$ cat config.mk
export PLATFORM = sky130hd
export DESIGN_NAME = dfc_top
export DESIGN_NICKNAME = d
export VERILOG_FILES = /design/src/hdl/dfc_pkg.sv /design/src/hdl/dfc_top.sv
export SDC_FILE = /design/constraint.sdc
export NUM_CORES = 1
export LEC_CHECK = 0
export ABC_AREA = 1
export BUFFER_PORTS_ARGS = -buffer_cell sky130_fd_sc_hd__buf_2
export CORE_ASPECT_RATIO = 0.5
export CORE_UTILIZATION = 30
export DETAILED_ROUTE_END_ITERATION = 8
export GPL_TIMING_DRIVEN = 1
export PLACE_DENSITY = 0.42
export SYNTH_ARGS = -nofsm -noshare
export SYNTH_HDL_FRONTEND = slang
export SYNTH_SLANG_ARGS = --single-unit
$ cat constraint.sdc
create_clock -name CLK -period 50.7 [get_ports CLK]
set_input_delay 7.605 -clock CLK [delete_from_list [all_inputs] [get_ports CLK]]
set_output_delay 7.605 -clock CLK [all_outputs]
set_load 0.01 [all_outputs]
$ cat src/hdl/dfc_pkg.sv
// Constants for the disk format command handler
// Function
// - Opcode 50h formats exactly one logical track; old data is lost.
// - Track format writes zeros to every good sector, no read-back verify.
// - A format table sent with track format is ignored; all sectors zeroed.
// - Every track is laid out identically at 1:1 interleave.
// - With L clear, cylinder from cylinder registers, head from head field.
// - With L set, 28-bit address from sector, cylinder low/high, head.
// - After block-address track format, current address reported back same mapping.
// - Block address beyond range ends track format with abort flag.
// - Block-address mode formats the whole track holding that address; the code stops at native maximum when the track runs past it.
// - Unit format merges reassignments into defects, clears them, zeroes sectors.
// - New reassign and defect data usable at completion; old data erased.
// - Unit format covers 0 to native maximum, ignoring all address limits.
// - Unit format without immediately preceding erase-prepare F3h is aborted.
// - Unit format has no data phase; data-request bit never set.
package dfc_pkg;
  localparam logic [7:0] OFF_SECT     = 8'h00;
  localparam logic [7:0] OFF_CYL_LO   = 8'h04;
  localparam logic [7:0] OFF_CYL_HI   = 8'h08;
  localparam logic [7:0] OFF_DRV_HEAD = 8'h0C;
  localparam logic [7:0] OFF_FEATURE  = 8'h10;
  localparam logic [7:0] OFF_COMMAND  = 8'h14;
  localparam logic [7:0] OFF_ERROR    = 8'h18;
  localparam logic [7:0] OFF_STATUS   = 8'h1C;
  localparam logic [7:0] OFF_INT_STAT = 8'h20;
  localparam logic [7:0] OFF_INT_MASK = 8'h24;
  localparam logic [7:0] OFF_NAT_MAX  = 8'h28;
  localparam logic [7:0] OFF_REASSIGN = 8'h2C;
  localparam logic [7:0] OFF_DEFECT   = 8'h30;

  localparam logic [7:0] CMD_FMT_TRACK  = 8'h50;
  localparam logic [7:0] CMD_FMT_UNIT   = 8'hF7;
  localparam logic [7:0] CMD_ERASE_PREP = 8'hF3;
  localparam logic [7:0] FEAT_FMT_UNIT  = 8'h11;

  localparam int ST_BSY = 7;
  localparam int ST_RDY = 6;
  localparam int ST_DSC = 4;
  localparam int ST_DRQ = 3;
  localparam int ST_ERR = 0;
  localparam int ER_ABT = 2;
  localparam int DH_LBA = 6;
  localparam int IRQ_DONE = 0;
  localparam int IRQ_FAIL = 1;

  localparam logic [7:0]  DH_RST      = 8'hA0;
  localparam logic [27:0] NAT_MAX_RST = 28'h0FFFFFF;
  localparam logic [27:0] SECT_PER_TRK = 28'h000003F;
  localparam logic [27:0] HEADS        = 28'h0000010;
  localparam logic [1:0]  RESP_OKAY    = 2'h0;
  localparam logic [1:0]  RESP_SLVERR  = 2'h2;
endpackage

$ cat src/hdl/dfc_top.sv
// Format command handler with AXI4-Lite command block and zero-fill write path
`timescale 1ns/1ps
module dfc_top (
  input  wire logic        CLK,
  input  wire logic        NRST,
  input  wire logic [7:0]  S_AXI_AWADDR,
  input  wire logic        S_AXI_AWVALID,
  output logic             S_AXI_AWREADY,
  input  wire logic [31:0] S_AXI_WDATA,
  input  wire logic [3:0]  S_AXI_WSTRB,
  input  wire logic        S_AXI_WVALID,
  output logic             S_AXI_WREADY,
  output logic [1:0]       S_AXI_BRESP,
  output logic             S_AXI_BVALID,
  input  wire logic        S_AXI_BREADY,
  input  wire logic [7:0]  S_AXI_ARADDR,
  input  wire logic        S_AXI_ARVALID,
  output logic             S_AXI_ARREADY,
  output logic [31:0]      S_AXI_RDATA,
  output logic [1:0]       S_AXI_RRESP,
  output logic             S_AXI_RVALID,
  input  wire logic        S_AXI_RREADY,
  output logic             MEDIA_ZERO_VALID,
  output logic [27:0]      MEDIA_ZERO_LBA,
  input  wire logic        MEDIA_ZERO_READY,
  output logic             IRQ
);
  typedef enum logic [2:0] {S_IDLE, S_DEC, S_MERGE, S_FILL, S_FIN} dfc_state_t;

  dfc_state_t  state;
  logic        busy;
  logic [7:0]  cmd;
  logic [7:0]  err;
  logic [7:0]  sect;
  logic [7:0]  cyl_lo;
  logic [7:0]  cyl_hi;
  logic [7:0]  drv_head;
  logic [7:0]  feat;
  logic        armed;
  logic        lba_mode;
  logic        fin;
  logic [27:0] cur;
  logic [27:0] last;
  logic [27:0] nat_max;
  logic [15:0] reassign;
  logic [15:0] defect;
  logic [1:0]  int_stat;
  logic [1:0]  int_mask;
  logic [7:0]  aw_addr;
  logic [31:0] w_data;
  logic [3:0]  w_strb;
  logic        aw_held;
  logic        w_held;
  logic        wr_do;
  logic        wr_ok;
  logic        rd_ok;
  logic [31:0] rd_val;
  logic [7:0]  status_val;
  logic [27:0] tgt_lba;
  logic [27:0] trk_start;
  logic [27:0] trk_end;
  logic [27:0] trk_last;

  // Bus write fires once both halves are held and no response is pending
  assign wr_do = aw_held && w_held && !S_AXI_BVALID;

  always_comb begin
    status_val = 8'h00;
    status_val[dfc_pkg::ST_BSY] = busy;
    status_val[dfc_pkg::ST_RDY] = !busy;
    status_val[dfc_pkg::ST_DSC] = !busy;
    status_val[dfc_pkg::ST_DRQ] = 1'b0;
    status_val[dfc_pkg::ST_ERR] = !busy && (|err);
  end

  // Target address, either mode
  always_comb begin
    if (drv_head[dfc_pkg::DH_LBA]) begin
      tgt_lba = {drv_head[3:0], cyl_hi, cyl_lo, sect};
    end else begin
      tgt_lba = 28'(({cyl_hi, cyl_lo} * dfc_pkg::HEADS + 28'(drv_head[3:0])) * dfc_pkg::SECT_PER_TRK);
    end
    trk_start = tgt_lba - 28'(tgt_lba % dfc_pkg::SECT_PER_TRK);
    trk_end = trk_start + dfc_pkg::SECT_PER_TRK - 28'h0000001;
    trk_last = (trk_end > nat_max) ? nat_max : trk_end;
  end

  // Command engine and command block registers
  always_ff @(posedge CLK or negedge NRST) begin
    if (!NRST) begin
      state <= S_IDLE;
      busy <= 1'b0;
      cmd <= 8'h00;
      err <= 8'h00;
      sect <= 8'h00;
      cyl_lo <= 8'h00;
      cyl_hi <= 8'h00;
      drv_head <= dfc_pkg::DH_RST;
      feat <= 8'h00;
      armed <= 1'b0;
      lba_mode <= 1'b0;
      fin <= 1'b0;
      cur <= 28'h0000000;
      last <= 28'h0000000;
      nat_max <= dfc_pkg::NAT_MAX_RST;
      reassign <= 16'h0000;
      defect <= 16'h0000;
      MEDIA_ZERO_VALID <= 1'b0;
    end else begin
      fin <= 1'b0;
      case (state)
        S_IDLE: begin
          // Writes to these registers while busy are dropped, as a disk ignores them under BSY
          if (wr_do && w_strb[0]) begin
            case (aw_addr)
              dfc_pkg::OFF_SECT:     sect <= w_data[7:0];
              dfc_pkg::OFF_CYL_LO:   cyl_lo <= w_data[7:0];
              dfc_pkg::OFF_CYL_HI:   cyl_hi <= w_data[7:0];
              dfc_pkg::OFF_DRV_HEAD: drv_head <= w_data[7:0];
              dfc_pkg::OFF_FEATURE:  feat <= w_data[7:0];
              dfc_pkg::OFF_COMMAND: begin
                cmd <= w_data[7:0];
                busy <= 1'b1;
                err <= 8'h00;
                lba_mode <= drv_head[dfc_pkg::DH_LBA];
                state <= S_DEC;
              end
              dfc_pkg::OFF_NAT_MAX: begin
                if (w_strb == 4'hF) begin
                  nat_max <= w_data[27:0];
                end
              end
              dfc_pkg::OFF_REASSIGN: begin
                if (w_strb[1]) begin
                  reassign <= w_data[15:0];
                end
              end
              default: ;
            endcase
          end
        end
        S_DEC: begin
          armed <= 1'b0;
          case (cmd)
            dfc_pkg::CMD_FMT_TRACK: begin
              if (tgt_lba > nat_max) begin
                err[dfc_pkg::ER_ABT] <= 1'b1;
                state <= S_FIN;
              end else begin
                cur <= trk_start;
                last <= trk_last;
                MEDIA_ZERO_VALID <= 1'b1;
                state <= S_FILL;
              end
            end
            dfc_pkg::CMD_FMT_UNIT: begin
              // Reserved feature values are refused too
              if (!armed || feat != dfc_pkg::FEAT_FMT_UNIT) begin
                err[dfc_pkg::ER_ABT] <= 1'b1;
                state <= S_FIN;
              end else begin
                state <= S_MERGE;
              end
            end
            dfc_pkg::CMD_ERASE_PREP: begin
              armed <= 1'b1;
              state <= S_FIN;
            end
            default: begin
              err[dfc_pkg::ER_ABT] <= 1'b1;
              state <= S_FIN;
            end
          endcase
        end
        S_MERGE: begin
          defect <= defect + reassign;
          reassign <= 16'h0000;
          cur <= 28'h0000000;
          last <= nat_max;
          MEDIA_ZERO_VALID <= 1'b1;
          state <= S_FILL;
        end
        S_FILL: begin
          // Zeros only, ascending order, no read-back; any table is ignored
          if (MEDIA_ZERO_READY && MEDIA_ZERO_VALID) begin
            if (cur == last) begin
              MEDIA_ZERO_VALID <= 1'b0;
              state <= S_FIN;
            end else begin
              cur <= cur + 28'h0000001;
            end
          end
        end
        S_FIN: begin
          busy <= 1'b0;
          fin <= 1'b1;
          state <= S_IDLE;
          if (lba_mode && cmd == dfc_pkg::CMD_FMT_TRACK && err == 8'h00) begin
            {drv_head[3:0], cyl_hi, cyl_lo, sect} <= cur;
          end
        end
        default: state <= S_IDLE;
      endcase
    end
  end

  assign MEDIA_ZERO_LBA = cur;

  // Interrupt status, set wins over write-one-to-clear
  always_ff @(posedge CLK or negedge NRST) begin
    if (!NRST) begin
      int_stat <= 2'h0;
      int_mask <= 2'h0;
      IRQ <= 1'b0;
    end else begin
      int_stat <= (int_stat & ~((wr_do && aw_addr == dfc_pkg::OFF_INT_STAT && w_strb[0]) ? w_data[1:0] : 2'h0))
                  | {fin && (|err), fin};
      if (wr_do && aw_addr == dfc_pkg::OFF_INT_MASK && w_strb[0]) begin
        int_mask <= w_data[1:0];
      end
      IRQ <= |(int_stat & int_mask);
    end
  end

  always_comb begin
    wr_ok = 1'b1;
    case (aw_addr)
      dfc_pkg::OFF_SECT, dfc_pkg::OFF_CYL_LO, dfc_pkg::OFF_CYL_HI, dfc_pkg::OFF_DRV_HEAD,
      dfc_pkg::OFF_FEATURE, dfc_pkg::OFF_COMMAND, dfc_pkg::OFF_INT_STAT, dfc_pkg::OFF_INT_MASK,
      dfc_pkg::OFF_NAT_MAX, dfc_pkg::OFF_REASSIGN: wr_ok = 1'b1;
      default: wr_ok = 1'b0;
    endcase
  end

  always_comb begin
    rd_ok = 1'b1;
    rd_val = 32'h00000000;
    case (S_AXI_ARADDR)
      dfc_pkg::OFF_SECT:     rd_val = {24'h000000, sect};
      dfc_pkg::OFF_CYL_LO:   rd_val = {24'h000000, cyl_lo};
      dfc_pkg::OFF_CYL_HI:   rd_val = {24'h000000, cyl_hi};
      dfc_pkg::OFF_DRV_HEAD: rd_val = {24'h000000, drv_head};
      dfc_pkg::OFF_FEATURE:  rd_val = {24'h000000, feat};
      dfc_pkg::OFF_COMMAND:  rd_val = {24'h000000, status_val};
      dfc_pkg::OFF_ERROR:    rd_val = {24'h000000, err};
      dfc_pkg::OFF_STATUS:   rd_val = {24'h000000, status_val};
      dfc_pkg::OFF_INT_STAT: rd_val = {30'h00000000, int_stat};
      dfc_pkg::OFF_INT_MASK: rd_val = {30'h00000000, int_mask};
      dfc_pkg::OFF_NAT_MAX:  rd_val = {4'h0, nat_max};
      dfc_pkg::OFF_REASSIGN: rd_val = {16'h0000, reassign};
      dfc_pkg::OFF_DEFECT:   rd_val = {16'h0000, defect};
      default:      rd_ok = 1'b0;
    endcase
  end

  // AXI4-Lite write channels, address and data taken in either order
  always_ff @(posedge CLK or negedge NRST) begin
    if (!NRST) begin
      S_AXI_AWREADY <= 1'b0;
      S_AXI_WREADY <= 1'b0;
      S_AXI_BVALID <= 1'b0;
      S_AXI_BRESP <= dfc_pkg::RESP_OKAY;
      aw_held <= 1'b0;
      w_held <= 1'b0;
      aw_addr <= 8'h00;
      w_data <= 32'h00000000;
      w_strb <= 4'h0;
    end else begin
      S_AXI_AWREADY <= !aw_held && !(S_AXI_AWVALID && S_AXI_AWREADY);
      S_AXI_WREADY <= !w_held && !(S_AXI_WVALID && S_AXI_WREADY);
      if (S_AXI_AWVALID && S_AXI_AWREADY) begin
        aw_held <= 1'b1;
        aw_addr <= {S_AXI_AWADDR[7:2], 2'h0};
      end
      if (S_AXI_WVALID && S_AXI_WREADY) begin
        w_held <= 1'b1;
        w_data <= S_AXI_WDATA;
        w_strb <= S_AXI_WSTRB;
      end
      if (wr_do) begin
        S_AXI_BVALID <= 1'b1;
        S_AXI_BRESP <= wr_ok ? dfc_pkg::RESP_OKAY : dfc_pkg::RESP_SLVERR;
      end else if (S_AXI_BVALID && S_AXI_BREADY) begin
        S_AXI_BVALID <= 1'b0;
        aw_held <= 1'b0;
        w_held <= 1'b0;
      end
    end
  end

  // AXI4-Lite read channel, data one cycle after the address is taken
  always_ff @(posedge CLK or negedge NRST) begin
    if (!NRST) begin
      S_AXI_ARREADY <= 1'b0;
      S_AXI_RVALID <= 1'b0;
      S_AXI_RDATA <= 32'h00000000;
      S_AXI_RRESP <= dfc_pkg::RESP_OKAY;
    end else begin
      if (S_AXI_ARVALID && S_AXI_ARREADY) begin
        S_AXI_ARREADY <= 1'b0;
        S_AXI_RVALID <= 1'b1;
        S_AXI_RDATA <= rd_val;
        S_AXI_RRESP <= rd_ok ? dfc_pkg::RESP_OKAY : dfc_pkg::RESP_SLVERR;
      end else if (S_AXI_RVALID) begin
        if (S_AXI_RREADY) begin
          S_AXI_RVALID <= 1'b0;
          S_AXI_ARREADY <= 1'b1;
        end
      end else begin
        S_AXI_ARREADY <= 1'b1;
      end
    end
  end
endmodule // dfc_top

# After elaboration in Yosys (flattened, before gate mapping)
# Index checks and enable logic that the tools add are counted.
word_totals:
  reg_bits: 259
  input_bits: 60
  out_inout_bits: 71
  wordCells: 227
classes:
  add_sub_neg: 6
  multipliers: 1
  div_mod_pow: 1
  n_lt_le_gt_ge: 2
  eq_ne: 49
  n_mux: 74
  n_bitwise: 4
  n_reduce_logical: 55
ops:
  columns: ["operator", "n"]
  rows:
  - ["28-bit case mux with 12 select lines", 1]
  - ["28-bit two-way mux", 8]
  - ["28-bit case mux with 3 select lines", 1]
  - ["8-bit two-way mux", 9]
  - ["28-bit > comparator", 2]
  - ["28-bit case mux with 2 select lines", 1]
  - ["16-bit two-way mux", 3]
  - ["8-bit case mux with 2 select lines", 3]
  - ["8-bit by 6-bit == test with 1-bit output (second input constant)", 5]
  - ["8-bit by 5-bit == test with 1-bit output (second input constant)", 4]
  - ["16-bit case mux with 2 select lines", 1]
  - ["2-bit inequality test (second input constant)", 15]
  - ["28-bit by 1-bit adder with 28-bit output (second input constant)", 1]
  - ["28-bit by 6-bit adder with 28-bit output (second input constant)", 1]
  - ["28-bit == test", 1]
  - ["28-bit by 6-bit modulo with 28-bit output (second input constant)", 1]
  - ["4-bit AND reduction", 7]
  - ["28-bit by 1-bit subtractor with 28-bit output (second input constant)", 1]
  - ["28-bit subtractor", 1]
  - ["21-bit by 6-bit multiplier with 27-bit output (second input constant)", 1]
  - ["1-bit two-way mux", 26]
  - ["6-bit by 4-bit == test with 1-bit output (second input constant)", 4]
  - ["8-bit zero test", 3]
  - ["3-bit two-way mux", 8]
  - ["other kinds (38)", 84]

# Logic depth before layout (Yosys ltp)
logic_depth:
  word_depth: 12
  depth_mapped: 186
  depth_no_buf: 185

# Least setup slack after synthesis
# OpenSTA, ideal clock, no wires.
synth_path:
  kind: "reg-to-reg"
  from: "register cyl_lo[0]"
  to: "register last[10]"
  setup_ns: 0.083
  arrival_time_ns: 19.557
  t_required_ns: 50.617
  path_slack_ns: 31.061
  path_stages_with_launch: 169
  path_buffers: 1
  period_less_slack_ns: 19.639
  path_cell_list: "dfrtp_1 -> inv_1 -> fa_1 -> inv_1 -> fa_1 -> inv_1 -> fa_1 -> inv_1 -> ha_1 -> inv_1 -> nor2_1 -> nor2_2 -> nor2_2 -> nand3_1 -> nand3_1 -> nand2_1 -> nand3_2 -> nand2_4 -> [... 133 more ...] -> nand2_1 -> nor2_2 -> nand2_1 -> nor2_4 -> xor2_1 -> inv_1 -> ha_1 -> nand2_1 -> or4_1 -> nor3_1 -> inv_1 -> o32a_1 -> nor2_1 -> inv_1 -> clkbuf_1 -> a21oi_1 -> o21ai_0 -> o21ai_0"
synth_between:
  elab_chain_cells: 12
  word_cells_on_any_way: 15
  classes_between: "4 x add/sub; 1 x mul; 1 x div; 2 x order compare; 1 x eq/ne; 5 x mux; 1 x reduce/logical"
synth_lines:
  columns: ["element", "line", "text"]
  rows:
  - ["start: declaration", "dfc_top.sv:35", "logic [7:0] cyl_lo;"]
  - ["start signal: assignment", "dfc_top.sv:117", "dfc_pkg::OFF_CYL_LO: cyl_lo <= w_data[7:0];"]
  - ["start signal: assignment", "dfc_top.sv:199", "{drv_head[3:0], cyl_hi, cyl_lo, sect} <= cur;"]
  - ["20-bit by 4-bit adder with 21-bit output", "dfc_top.sv:81", "tgt_lba = 28'(({cyl_hi, cyl_lo} * dfc_pkg::HEADS + 28'(drv_head[3:0])) * dfc_pkg::SECT_PER_TRK);"]
  - ["21-bit by 6-bit multiplier with 27-bit output", "dfc_top.sv:81", null]
  - ["28-bit two-way mux (*)", "dfc_top.sv:78", "if (drv_head[dfc_pkg::DH_LBA]) begin"]
  - ["28-bit by 6-bit modulo with 28-bit output", "dfc_top.sv:83", "trk_start = tgt_lba - 28'(tgt_lba % dfc_pkg::SECT_PER_TRK);"]
  - ["28-bit subtractor", "dfc_top.sv:83", null]
  - ["28-bit by 6-bit adder with 28-bit output", "dfc_top.sv:84", "trk_end = trk_start + dfc_pkg::SECT_PER_TRK - 28'h0000001;"]
  - ["28-bit by 1-bit subtractor with 28-bit output", "dfc_top.sv:84", null]
  - ["28-bit > comparator", "dfc_top.sv:85", "trk_last = (trk_end > nat_max) ? nat_max : trk_end;"]
  - ["28-bit two-way mux", "dfc_top.sv:85", null]
  - ["28-bit two-way mux", "dfc_top.sv:146", "if (tgt_lba > nat_max) begin"]
  - ["28-bit two-way mux", "dfc_top.sv:144", "case (cmd)"]
  - ["28-bit case mux with 2 select lines", "dfc_top.sv:111", "case (state)"]
  - ["end signal: assignment", "dfc_top.sv:151", "last <= trk_last;"]
  - ["end signal: assignment", "dfc_top.sv:179", "last <= nat_max;"]
  - ["end: declaration", "dfc_top.sv:43", "logic [27:0] last;"]
# Mark *: on every way between the ends. The rest lies on a longest branch, timed or not. The select of a mux whose other input is x is not followed.
# A chain may end at the register's enable or synchronous reset.

# Worst setup path in the final report
layout_path:
  from: "register cyl_lo[7]"
  to: "register last[13]"
# Same word-level chain as after synthesis.

==> impl_metrics.py <==
metrics = {
    "outcome": {
        "outcome": "completed",
    },
    "pwr": {
        "p_switching_mw": 0.176,
        "powerDensity_nw_per_um2": 21.7,
        "vdd_ir_drop_max_mv": 0.0251,
        "power.total_mw": 0.574,
        "power_frac_clock": 0.437,
        "switching_share": 0.306,
        "combPwrFrac": 0.140,
        "p_leak_nw": 13.5,
        "p_seq_frac": 0.423,
        "internal-power_mw": 0.399,
    },
    "sta": {
        "setup_viol": 0,
        "hold_viol_final": 0,
        "fin_crit_sh": 0.494,
        "hold_slack_ns": 0.441,
        "rsz0062_at_grt": "no",
        "worst_pin_slew_ns": 1.18,
        "fmax_mhz": 39.9,
        "setup_tns_ns": 0,
        "slew-limit-headroom": 0.208,
        "slew_violations": 0,
        "layout_min_cycle_time_ns": 25.04,
        "skew_ns": 0.0147,
    },
    "die": {
        "die_y_um": 200,
        "ioPinCount": 131,
        "coreArea_um2": 77500,
        "die_area_um2": 79700,
        "die_width_um": 398,
        "initial_core_util": 0.304,
        "rows": 72,
    },
    "worst_setup_path": {
        "cp_top_family": "simple AND/OR/NAND/NOR gates",
        "required_ns": 51.13,
        "cp_max_fo": 27,
        "cpMostUsedCell": "nand2_1",
        "timing.reg2reg.setup_slack_ns": 25.66,
        "end_kind": "register",
        "slowest_delay_ns": 0.82,
        "rr_startpoint": "cyl_lo[7]",
        "startpoint": "cyl_lo[7]",
        "cp-endpoint": "last[13]",
        "critical_path_class": "register to register",
        "slowest_stage": "xor2_1",
        "cp-start-kind": "register",
        "crit_arrival_ns": 25.47,
        "r2r_end": "last[13]",
        "r2r_cells": 157,
        "crit_cells": 157,
        "crit_buf_inv": 22,
    },
    "worst_hold_path": {
        "min_path_type": "register to register",
    },
    "finish": {
        "nNetsFinal": 3795,
        "utilization": 0.341,
        "syn2layout_area_growth_pct": 12.3,
        "diodes": 0,
        "drive_gt1_frac": 0.132,
        "post_layout_nonfiller_instances": 4602,
    },
    "place": {
        "dp_cells": 4544,
        "portBuffers": 118,
        "gp_congestion": 0.894,
        "dp_hpwl_mm": 67.6,
    },
    "routing": {
        "drt-initial-drc-count": 1501,
        "final_antenna_net_count": 0,
        "postRouteWirelength_mm": 83.6,
        "wl_per_cell_um": 18.2,
        "drc": 0,
        "drt_pass1_iterations": 6,
        "vias": 22272,
        "avgViaCountPerCell": 4.84,
    },
    "flow_run": {
        "cap_violations": 0,
    },
    "logic_synthesis": {
        "ys_warn_count": 0,
        "synthFlopType": "dfrtp_1",
        "ys_seq_elements": 253,
        "synthCells": 3430,
        "ys_seq_area_frac": 0.270,
        "ys_types": 84,
        "synth_common_cells": "846 x nand2_1, 562 x inv_1, 290 x o21ai_0, 243 x nor2_1, 227 x dfrtp_1",
        "synth_largest_area_cell": "dfrtp_1",
        "async_flop_share": 1.00,
        "synth_most_common_cell": "nand2_1",
        "synth_edf_count": 0,
        "postSynthAreaPerCell_um2": 6.87,
        "syn_area_um2": 23500,
        "synth_top_cell_area_share": 0.241,
        "synth_area_leaders": "dfrtp_1 24%, nand2_1 13%, inv_1 9.0%",
    },
    "clock_network": {
        "hold_buffers": 0,
        "clk_pin_slew_ns": 0.07,
        "clock_sinks": 253,
        "cts_setup_buffers": 0,
        "h-tree-depth": 1,
        "clock_latency_ns": 0.60,
        "cts_tree": "yes",
        "ctsRootBufferMaster": "clkbuf_16",
        "cts_buffers": 31,
        "cts.repair.resized": 0,
        "clock_path_buffers": 3,
    },
    "grt": {
        "grt_use_total": 0.208,
        "grt_max_degree": 67,
        "grt-ovfl-total": 0,
        "grt_pass1_wl_mm": 129,
        "antenna_found_initial": 2,
        "grt_pass1_vias": 21163,
    },
}
==> power by group through the flow <==
stage               Clock (mW)  Combinational [mW]  Sequential [mW]
floorplan                    0              0.0449            0.240
global placement             0              0.0809            0.246
detailed placement           0              0.0810            0.247
CTS                      0.256              0.0816            0.243
global route             0.264              0.0919            0.246
finish                   0.251              0.0804            0.243
==> per-layer routing <==
metal	up-vias	GRT usage	share of wire
met5	-	0	0.00016
met1	10498	0.325	0.53
met2	404	0.313	0.42
li1	11303	-	-
met3	65	0.0197	0.037
met4	2	0.0286	0.014
==> area by class of cell <==
type | instances | area [um2]
Multi-Input combinational cell | 2508 | 14600
Tap cell | 1036 | 1300
Clock buffer | 38 | 872
Fill cell | 8523 | 51000
Clock inverter | 20 | 277
Timing Repair Buffer | 145 | 803
Sequential cell | 253 | 6360
Inverter | 602 | 2280
==> cells by family after synthesis <==
kind of cell	share of synthesized area
and+or+nand+nor	0.313
buffers and inverters	0.113
AOI/OAI and AO/OA	0.151
DFF	0.270
adders and majority gates	0.121
xor gates and xnor gates	0.0312
other	0.000159
muxes	0.000425
==> how the worst min path moves through the flow <==
stage / startpoint / to / cells after the start
2_1_floorplan: fin / int_stat[0] / 2
4_1_cts: fin / int_stat[0] / 2
6_report: fin / int_stat[0] / 2
3_5_place_dp: fin / int_stat[0] / 2
3_3_place_gp: fin / int_stat[0] / 2
5_1_grt: fin / int_stat[0] / 2
==> cells in the final DEF, fill, tap and decap left out, types with 9 or more instances in the layout <==
cell type and n:
or2_2 14, nor2_4 11, nand2_4 15, buf_2 117, a221oi_1 12, a22oi_1 16, nor2_1 242, nand2_2 79
fa_1 57, nand4_1 53, nand3b_1 9, xnor2_1 28, clkinv_2 10, a21oi_1 131, clkbuf_16 31, nand2_1 845
xor2_1 56, buf_4 27, o21ai_0 290, nand3_2 29, inv_2 33, nand3_1 204, a211oi_1 12, o21ai_1 44
o21bai_1 12, ha_1 137, nor2_2 28, a31oi_1 38, inv_1 562, dfrtp_1 227, nor4_1 15, nor3_1 30
dfstp_2 26
==> sequential cells by signal, summed over array words and instances, names as in the netlist, 2 cells and up <==
register	flops
drv_head	8
sect	8
int_mask	2
S_AXI_RDATA	28
feat	8
w_data	28
cmd	8
int_stat	2
nat_max	28
cyl_hi	8
reassign	16
state	3
cyl_lo	8
defect	16
MEDIA_ZERO_LBA	28
w_strb	4
aw_addr	6
last	28
==> worst min-delay path, cell delays in order (launching register included) <==
cell and delay, ns:
dfrtp_1 0.32, inv_1 0.04, nand2_1 0.05
==> per-stage QoR <==
| step | cell area, um2 | setup WS (ns) |
|---|---|---|
| 6_report | 26400 | 25.66 |
| 3_3_place_gp | 25300 | 25.86 |
| 2_1_floorplan | 23600 | 31.06 |
| 3_5_place_dp | 25300 | 25.88 |
| 4_1_cts | 26400 | 25.79 |
| 5_1_grt | 26400 | 23.18 |
(Power assumes the default switching activity.)
